$ cat src/bst_tap_params.svh
// constants of the boundary scan test port: codes, widths, reset values
// assumes inclusion by bst_tap_pkg, the tap module, its monitor and the bench
`ifndef BST_TAP_PARAMS_SVH
`define BST_TAP_PARAMS_SVH
`define BST_IR_W 3
`define BST_ID_W 32
`define BST_RING_W 64
`define BST_OE_CELL 47
`define BST_INS_EXTEST 3'h0
`define BST_INS_IDCODE 3'h1
`define BST_INS_SAMPLE_Z 3'h2
`define BST_INS_SAMPLE_PRE 3'h4
`define BST_INS_BYPASS 3'h7
`define BST_IR_CAPTURE 3'h1
// identification value is arbitrary, not a real maker code
`define BST_ID_VALUE 32'h1234_5679
`define BST_TCK_RST 1'h0
`define BST_TMS_RST 1'h1
`define BST_TDI_RST 1'h1
`endif

$ cat src/bst_tap_pkg.sv
// types of the boundary scan test port
// assumes bst_tap_params.svh is on the include path
`include "bst_tap_params.svh"
package bst_tap_pkg;
  typedef enum logic [3:0] {
    BST_TLR, BST_RTI, BST_SEL_DR, BST_CAP_DR, BST_SH_DR, BST_EX1_DR,
    BST_PA_DR, BST_EX2_DR, BST_UPD_DR, BST_SEL_IR, BST_CAP_IR,
    BST_SH_IR, BST_EX1_IR, BST_PA_IR, BST_EX2_IR, BST_UPD_IR
  } bst_state_t;
  typedef struct packed {
    logic tck;
    logic tms;
    logic tdi;
  } bst_pins_t;
endpackage

$ cat src/bst_tap.sv
// boundary scan test access port of a burst memory, sampled on the core clock
// assumes tck at most an eighth of core_clk_in; pad pull-ups on tms/tdi
// and the memory output mux sit outside, steered by the ring outputs
`timescale 1ns/100ps
`include "bst_tap_params.svh"
module bst_tap
  import bst_tap_pkg::*;
(
  // clock and reset
  input wire logic core_clk_in,
  input wire logic reset_in,
  // test pins
  input wire logic tck_in,
  input wire logic tms_in,
  input wire logic tdi_in,
  output logic tdo_out,
  output logic tdo_oe_out,
  // pin ring
  input wire logic [`BST_RING_W-1:0] ring_pins_in,
  output logic [`BST_RING_W-1:0] ring_drive_out,
  output logic ring_drive_en_out,
  output logic q_bus_hiz_out
);

  function automatic bst_state_t bst_next(input bst_state_t s, input logic m);
    case (s)
      BST_TLR: bst_next = m ? BST_TLR : BST_RTI;
      BST_RTI: bst_next = m ? BST_SEL_DR : BST_RTI;
      BST_SEL_DR: bst_next = m ? BST_SEL_IR : BST_CAP_DR;
      BST_CAP_DR: bst_next = m ? BST_EX1_DR : BST_SH_DR;
      BST_SH_DR: bst_next = m ? BST_EX1_DR : BST_SH_DR;
      BST_EX1_DR: bst_next = m ? BST_UPD_DR : BST_PA_DR;
      BST_PA_DR: bst_next = m ? BST_EX2_DR : BST_PA_DR;
      BST_EX2_DR: bst_next = m ? BST_UPD_DR : BST_SH_DR;
      BST_UPD_DR: bst_next = m ? BST_SEL_DR : BST_RTI;
      BST_SEL_IR: bst_next = m ? BST_TLR : BST_CAP_IR;
      BST_CAP_IR: bst_next = m ? BST_EX1_IR : BST_SH_IR;
      BST_SH_IR: bst_next = m ? BST_EX1_IR : BST_SH_IR;
      BST_EX1_IR: bst_next = m ? BST_UPD_IR : BST_PA_IR;
      BST_PA_IR: bst_next = m ? BST_EX2_IR : BST_PA_IR;
      BST_EX2_IR: bst_next = m ? BST_UPD_IR : BST_SH_IR;
      BST_UPD_IR: bst_next = m ? BST_SEL_DR : BST_RTI;
      default: bst_next = BST_TLR;
    endcase
  endfunction

  // three-stage synchronisers; tms and tdi reset values mimic the pad pull-ups, tck resets low
  localparam bst_pins_t PINS_RST = '{tck: `BST_TCK_RST, tms: `BST_TMS_RST, tdi: `BST_TDI_RST};
  bst_pins_t s1_ff, s2_ff, s3_ff, st_ff;
  wire bst_pins_t pins_now = '{tck: tck_in, tms: tms_in, tdi: tdi_in};
  // a change counts only once stages two and three agree
  wire bst_pins_t nxt_st = (s2_ff & ~(s2_ff ^ s3_ff)) | (st_ff & (s2_ff ^ s3_ff));
  wire tck_rise = nxt_st.tck & ~st_ff.tck;
  wire tck_fall = ~nxt_st.tck & st_ff.tck;

  // first stage may go metastable; only stage two reads it
  always_ff @(posedge core_clk_in or posedge reset_in) begin
    if (reset_in) begin
      s1_ff <= PINS_RST;
    end else begin
      s1_ff <= pins_now;
    end
  end

  // second stage
  always_ff @(posedge core_clk_in or posedge reset_in) begin
    if (reset_in) begin
      s2_ff <= PINS_RST;
    end else begin
      s2_ff <= s1_ff;
    end
  end

  // third stage, compared against the second
  always_ff @(posedge core_clk_in or posedge reset_in) begin
    if (reset_in) begin
      s3_ff <= PINS_RST;
    end else begin
      s3_ff <= s2_ff;
    end
  end

  // filtered levels; edges come from comparing against these
  always_ff @(posedge core_clk_in or posedge reset_in) begin
    if (reset_in) begin
      st_ff <= PINS_RST;
    end else begin
      st_ff <= nxt_st;
    end
  end

  // controller state
  bst_state_t state_ff;
  wire bst_state_t nxt_state = tck_rise ? bst_next(state_ff, nxt_st.tms) : state_ff;

  always_ff @(posedge core_clk_in or posedge reset_in) begin
    if (reset_in) begin
      state_ff <= BST_TLR;
    end else begin
      state_ff <= nxt_state;
    end
  end

  // instruction decode; unused codes fall to bypass
  logic [`BST_IR_W-1:0] ir_ff, ir_sh_ff;
  wire sel_ring = (ir_ff == `BST_INS_EXTEST) || (ir_ff == `BST_INS_SAMPLE_Z) ||
                  (ir_ff == `BST_INS_SAMPLE_PRE);
  wire sel_id = (ir_ff == `BST_INS_IDCODE);
  wire sel_byp = ~sel_ring & ~sel_id;
  wire is_extest = (ir_ff == `BST_INS_EXTEST);
  wire is_sample_z = (ir_ff == `BST_INS_SAMPLE_Z);

  wire at_tlr = tck_rise && (state_ff == BST_TLR);
  wire at_cap_ir = tck_rise && (state_ff == BST_CAP_IR);
  wire at_sh_ir = tck_rise && (state_ff == BST_SH_IR);
  wire at_upd_ir = tck_rise && (state_ff == BST_UPD_IR);
  wire at_cap_dr = tck_rise && (state_ff == BST_CAP_DR);
  wire at_sh_dr = tck_rise && (state_ff == BST_SH_DR);
  wire at_upd_dr = tck_rise && (state_ff == BST_UPD_DR);
  wire tdi_bit = nxt_st.tdi;

  // next values of the instruction path
  wire [`BST_IR_W-1:0] nxt_ir = at_tlr ? `BST_INS_IDCODE :
                                at_upd_ir ? ir_sh_ff : ir_ff;
  wire [`BST_IR_W-1:0] ir_shifted = {tdi_bit, ir_sh_ff[`BST_IR_W-1:1]};
  wire [`BST_IR_W-1:0] nxt_ir_sh = at_cap_ir ? `BST_IR_CAPTURE :
                                   at_sh_ir ? ir_shifted : ir_sh_ff;

  // current instruction; shifting never disturbs it until update
  always_ff @(posedge core_clk_in or posedge reset_in) begin
    if (reset_in) begin
      ir_ff <= `BST_INS_IDCODE;
    end else begin
      ir_ff <= nxt_ir;
    end
  end

  // instruction shift stage
  always_ff @(posedge core_clk_in or posedge reset_in) begin
    if (reset_in) begin
      ir_sh_ff <= `BST_IR_CAPTURE;
    end else begin
      ir_sh_ff <= nxt_ir_sh;
    end
  end

  // data registers; the id value is a constant, shift only moves a copy
  logic byp_ff;
  logic [`BST_ID_W-1:0] id_sh_ff;
  logic [`BST_RING_W-1:0] ring_sh_ff, ring_lat_ff;
  // ring is wider than the bonded pins; spare cells reserve positions
  localparam logic [`BST_RING_W-1:0] LAT_RST = `BST_RING_W'(1) << `BST_OE_CELL;

  // next values of the data registers; only the selected one moves, except the bypass cell clearing when bypass is loaded at update-IR
  wire byp_clear = (at_cap_dr && sel_byp) ||
                   (at_upd_ir && (ir_sh_ff == `BST_INS_BYPASS));
  wire nxt_byp = byp_clear ? 1'h0 :
                 (at_sh_dr && sel_byp) ? tdi_bit : byp_ff;
  wire [`BST_ID_W-1:0] id_shifted = {tdi_bit, id_sh_ff[`BST_ID_W-1:1]};
  wire [`BST_ID_W-1:0] nxt_id_sh = (at_cap_dr && sel_id) ? `BST_ID_VALUE :
                                   (at_sh_dr && sel_id) ? id_shifted : id_sh_ff;
  wire [`BST_RING_W-1:0] ring_shifted = {tdi_bit, ring_sh_ff[`BST_RING_W-1:1]};
  wire [`BST_RING_W-1:0] nxt_ring_sh = (at_cap_dr && sel_ring) ? ring_pins_in :
                                       (at_sh_dr && sel_ring) ? ring_shifted : ring_sh_ff;
  // latches change only at update or test-logic-reset, so pins stay still while shifting
  wire [`BST_RING_W-1:0] nxt_ring_lat = at_tlr ? LAT_RST :
                                        (at_upd_dr && sel_ring) ? ring_sh_ff : ring_lat_ff;

  // bypass cell
  always_ff @(posedge core_clk_in or posedge reset_in) begin
    if (reset_in) begin
      byp_ff <= 1'h0;
    end else begin
      byp_ff <= nxt_byp;
    end
  end

  // identification shift copy
  always_ff @(posedge core_clk_in or posedge reset_in) begin
    if (reset_in) begin
      id_sh_ff <= `BST_ID_VALUE;
    end else begin
      id_sh_ff <= nxt_id_sh;
    end
  end

  // ring shift stage
  always_ff @(posedge core_clk_in or posedge reset_in) begin
    if (reset_in) begin
      ring_sh_ff <= '0;
    end else begin
      ring_sh_ff <= nxt_ring_sh;
    end
  end

  // ring preload latches; output-enable cell comes up high
  always_ff @(posedge core_clk_in or posedge reset_in) begin
    if (reset_in) begin
      ring_lat_ff <= LAT_RST;
    end else begin
      ring_lat_ff <= nxt_ring_lat;
    end
  end

  // serial output picks the lsb of the one selected register
  wire in_ir_shift = (state_ff == BST_SH_IR);
  wire in_shift = in_ir_shift || (state_ff == BST_SH_DR);
  wire tdo_bit = in_ir_shift ? ir_sh_ff[0] :
                 sel_ring ? ring_sh_ff[0] :
                 sel_id ? id_sh_ff[0] : byp_ff;
  // pin steering registered so every output leaves a flip-flop
  wire nxt_drive_en = is_extest;
  wire nxt_hiz = is_sample_z || (is_extest && ~ring_lat_ff[`BST_OE_CELL]);

  logic tdo_ff, tdo_oe_ff, drive_en_ff, hiz_ff;
  // serial outputs move only on a detected fall
  wire nxt_tdo = tck_fall ? tdo_bit : tdo_ff;
  wire nxt_tdo_oe = tck_fall ? in_shift : tdo_oe_ff;

  // serial data out
  always_ff @(posedge core_clk_in or posedge reset_in) begin
    if (reset_in) begin
      tdo_ff <= 1'h0;
    end else begin
      tdo_ff <= nxt_tdo;
    end
  end

  // tdo driver enable; off at power-up
  always_ff @(posedge core_clk_in or posedge reset_in) begin
    if (reset_in) begin
      tdo_oe_ff <= 1'h0;
    end else begin
      tdo_oe_ff <= nxt_tdo_oe;
    end
  end

  // output bus from latches; lags the instruction by one core cycle
  always_ff @(posedge core_clk_in or posedge reset_in) begin
    if (reset_in) begin
      drive_en_ff <= 1'h0;
    end else begin
      drive_en_ff <= nxt_drive_en;
    end
  end

  // output bus float request
  always_ff @(posedge core_clk_in or posedge reset_in) begin
    if (reset_in) begin
      hiz_ff <= 1'h0;
    end else begin
      hiz_ff <= nxt_hiz;
    end
  end

  assign tdo_out = tdo_ff;
  assign tdo_oe_out = tdo_oe_ff;
  assign ring_drive_out = ring_lat_ff;
  assign ring_drive_en_out = drive_en_ff;
  assign q_bus_hiz_out = hiz_ff;

endmodule

$ cat config.mk
export PLATFORM = sky130hd
export DESIGN_NAME = bst_tap
export DESIGN_NICKNAME = d
export VERILOG_FILES = /design/src/bst_tap_pkg.sv /design/src/bst_tap.sv
export VERILOG_INCLUDE_DIRS = /design/src
export SDC_FILE = /design/constraint.sdc
export NUM_CORES = 1
export LEC_CHECK = 0
export ABC_AREA = 1
export BUFFER_PORTS_ARGS = -buffer_cell sky130_fd_sc_hd__buf_4
export CAP_MARGIN = 20
export CORE_ASPECT_RATIO = 1.25
export CORE_MARGIN = 8
export CORE_UTILIZATION = 45
export CTS_CLUSTER_SIZE = 16
export DETAILED_ROUTE_END_ITERATION = 6
export PLACE_DENSITY = 0.62
export SLEW_MARGIN = 10
export SYNTH_ARGS = -nofsm -noshare
export SYNTH_HDL_FRONTEND = slang
export SYNTH_SLANG_ARGS = --single-unit
export TNS_END_PERCENT = 5
$ cat constraint.sdc
create_clock -name core_clk_in -period 7.15 [get_ports core_clk_in]
set_clock_uncertainty 0.15 [all_clocks]
set_input_delay 1.43 -clock core_clk_in [delete_from_list [all_inputs] [get_ports core_clk_in]]
set_output_delay 1.43 -clock core_clk_in [all_outputs]
set_load 0.02 [all_outputs]
==> results.md <==
- The combined area of all synthesized cells is 8004 um^2.
- For this run the aggregate overflow at the end of global routing stands at 0.
- At the end of the flow the core is filled with cells to 55.33%.
- After clock tree synthesis, the setup repair step added 0 buffers.
- The via count of the first global-routing pass is 6,414.
- The clock reaches the later pin of the worst-skew pair after 0.44 ns.
- The final-report hold violation count is 0.
- The peak fanout along the critical path is 65.
- The data arrival time of the critical path is 3.31 ns.
- Including well taps, the total number of placed cells is 1,246.
- Adding up every negative setup slack in the final design gives 0 ns.
- The routed length per instance is 15.46 um.
- The number of nets handed over by synthesis was 995.
- The first global-routing pass estimated 32,720 um of wire.
- The proportion of synthesized flip-flops having asynchronous set or reset is 100.0%.
- The share of the clock period used by the worst path is 44.09%.
- TritonCTS built the clock tree.
- For this design, the CTS-stage hold fixing added 0 buffers.
- In this run the standard cell core region covers 17,430 um^2.
- The maximum root-to-sink buffer count is 2.
- For the pin with the worst max-slew slack, the measured transition is 0.8974 ns.
- After clock tree synthesis, the clock-pin slew on the worst setup and hold paths is around 0.07 ns.
- The total via count in the routed design is 6,371.
- The worst path in the final design needs a cycle of ~3.2 ns, including I/O delays and setup.
- The worst pin sits at a relative slew slack of around 40%.
- The post-synthesis area per instance is 8.644 um^2.
- The Yosys step of the flow raised 0 warnings.
- The clock root buffer is sky130_fd_sc_hd__clkbuf_16.
- The starting DRC count in detailed routing is 490.
- The leakage power summed over all cells is approximately 0.0052 uW.
- The critical path contains buffers and inverters numbering 3 combined.
- The post-route non-filler standard cell count is roughly 1,300.
- The classification of the worst setup path is reg2reg.
- After detailed routing, the number of vias per cell comes to 4.989.
- The kind of cell with the highest combined delay on the critical path is buffers and inverters.
- The maximum ir drop on the vdd rail is 0.0001777 V.
- The setup slack of the most critical reg-to-reg path is roughly 4.0 ns.
- The kind of start point of the critical path is a flop.
- The category of the worst setup path capture point is a flop.
- The achievable frequency is 317.2 MHz.
- The number of failing setup endpoints in the final timing report is 0.
- The leading register cell type out of synthesis is sky130_fd_sc_hd__dfrtp_1.
- The floorplan step defined a die boundary enclosing 22,340 um^2.
- The startpoint identified for the worst hold timing path is s1_ff[1].
- The number of antenna diodes in the final layout is 0.
- The overall die width is 135.3 um.
- The endpoint of the worst hold path is s2_ff[1].
- Once the floorplan was initialized, standard cells occupied a little under half of the core.
- Traced cell by cell, the critical path runs through nand2_1 -> nor2_4 -> nand2_1 -> inv_1 -> nand2_2 -> buf_4 -> clkinv_2 -> o21ai_1 -> o21ai_1.
- The final count of pins violating max slew is 0.
- The cell accounting for the most synthesized area is sky130_fd_sc_hd__dfrtp_1.
- The number of standard-cell rows in the floorplan is 54.
- The instance count of the mapped netlist is 926.
- The height of the die is 165.1 um.
- The clock net in this run drives a total of 187 sinks.
- The post-detailed-route count of antenna-violating nets is 0.
- The half-perimeter wire length of the detailed placement result is 12,890 um.
- The maximum number of pins on one net before global-route repair is 135.
- The overall power consumption is 3158 uW.
- Cells with a size suffix above 1 make up 21.18% of the layout.
- The flow ran to the end, and the final reports show no timing, DRC or antenna violations.
- Buffers inserted during clock tree synthesis total 17.
- The required time of the critical path is 7.31 ns.
- The library cell with the highest instance count after synthesis is sky130_fd_sc_hd__nand2_1.
- The clock tree synthesis step divided the H-tree into 4 levels.
- The layout-stage area growth over the synthesis result is 20.49%.
- The worst hold path belongs to the class reg2reg.
- The number of nets in the layout is 1,110.
- In the routed design, unresolved DRC markers number 0.
- In this run the critical register-to-register path is captured at ring_sh_ff[41].
- The count of distinct cell types in the synthesized netlist is 30.
- The slowest stage of the critical path is the sky130_fd_sc_hd__clkinv_2 cell.
- In the post-synthesis netlist, the biggest area contributors are sky130_fd_sc_hd__dfrtp_1 (51%), sky130_fd_sc_hd__o21ai_1 (12%), sky130_fd_sc_hd__nand2_1 (9.1%).
- The commonest cells after synthesis are sky130_fd_sc_hd__nand2_1 (194), sky130_fd_sc_hd__o21ai_1 (188), sky130_fd_sc_hd__dfrtp_1 (162), sky130_fd_sc_hd__nor2_1 (111), sky130_fd_sc_hd__inv_1 (93).
- The count of input and output buffers is roughly 140.
- The worst hold slack is 0.2064 ns.
- The number of antenna violations at the first check in global routing was 0.
- Summed over all layers, the routed wires come to 19,750 um.
- Yosys mapped a number of flops with a built-in enable equal to 0.
- The total power per unit cell area is 327.4 nW/um^2.
- The biggest cell delay along the critical path is 0.88 ns.
- The tool flagged a number of max-cap violations equal to 0.
- The synthesis-stage register bit count is 187.
- The sequential-to-total area share from yosys stat is 58.86%.
- For this run, the detailed router's first-pass iteration total came to 5.
- The routability congestion estimate from global placement is 0.8926.
- The depth of the most critical reg-to-reg path is 9.
- The number of gates resized after cts is 0.
- The critical register-to-register path startpoint is s2_ff[2].
- Setup repair after global routing left no endpoint under its margin.
- Counting instances, the worst hold path has a depth of 0.
- In this run the count of I/O pins placed on the die edge is 137.
- Of the post-synthesis cell area, the dominant cell type holds 50.65%.
- The total routing usage reported by global routing is 18.35%.
per-layer routing:
| metal | part of all wire [%] | track usage (%) |
|---|---|---|
| met1 | 44 | 23.83 |
| met2 | 50 | 29.67 |
| met3 | 4.1 | 4.419 |
| met4 | 1.2 | 5.867 |
| met5 | 0 | 0 |
metrics by stage:
step | setup WS (ns) | instance area [um^2]
floorplan | 0.5259 | 8004
global placement | 3.974 | 9080
detailed placement | 3.970 | 9080
CTS | 3.999 | 9644
global route | 3.685 | 9644
finish | 3.998 | 9644
registers in the layout (all words and copies together), names as in the netlist:
register / cells
ring_drive_out: 64
ring_sh_ff: 64
id_sh_ff: 32
state_ff: 4
ir_ff: 3
ir_sh_ff: 3
s1_ff: 3
s2_ff: 3
s3_ff: 3
st_ff: 3
byp_ff: 1
q_bus_hiz_out: 1
ring_drive_en_out: 1
tdo_oe_out: 1
tdo_out: 1
cell type report:
type                            count  area (um^2)
Clock inverter                     14        138.9
Tap cell                          224        280.3
Multi-Input combinational cell    590         2626
Timing Repair Buffer              142         1066
Clock buffer                       17        425.4
Fill cell                        1665         7787
Sequential cell                   187         4711
Inverter                          103        396.6
worst reg2reg max path, stage by stage, from the launching register on:
cell	delay, ns
sky130_fd_sc_hd__dfrtp_1	0.41
sky130_fd_sc_hd__nand2_1	0.13
sky130_fd_sc_hd__nor2_4	0.10
sky130_fd_sc_hd__nand2_1	0.18
sky130_fd_sc_hd__inv_1	0.07
sky130_fd_sc_hd__nand2_2	0.05
sky130_fd_sc_hd__buf_4	0.54
sky130_fd_sc_hd__clkinv_2	0.95
sky130_fd_sc_hd__o21ai_1	0.37
sky130_fd_sc_hd__o21ai_1	0.09
power by group:
group | switching, uW | internal, uW
combinational | 406 | 276
clock | 424 | 487
sequential | 211 | 1350
total | 1040 | 2120
cell families (layout without fill, tap and decap cells):
group	Yosys count	after routing	synth area share (%)
and+or+nand+nor	344	344	17.23
buffers and inverters	149	276	8.395
DFF	187	187	58.86
AOI/OAI and AO/OA	246	246	15.52
layout by cell type (no fill, tap or decap), drive strengths merged:
cell / instances
clkinv: 9
dfstp: 25
dfrtp: 162
o31ai: 1
bufinv: 1
o21bai: 1
o21ai: 229
nor3: 3
nand4: 1
inv: 107
nor2: 117
nand3: 22
nand2: 200
clkbuf: 17
a211oi: 1
buf: 142
o22ai: 2
a31oi: 1
nand3b: 1
a21oi: 11
worst max path at each step:
stage / from / to / slack, ns / cells after the start
3_3_place_gp: reset_in / id_sh_ff[27] / 3.97 / 3
4_1_cts: s2_ff[2] / ring_sh_ff[59] / 4.00 / 9
5_1_grt: s3_ff[2] / ring_sh_ff[48] / 3.69 / 9
6_report: s2_ff[2] / ring_sh_ff[41] / 4.00 / 9
2_1_floorplan: reset_in / byp_ff / 0.53 / 1
3_5_place_dp: reset_in / id_sh_ff[23] / 3.97 / 3
(Power assumes the default switching activity.)
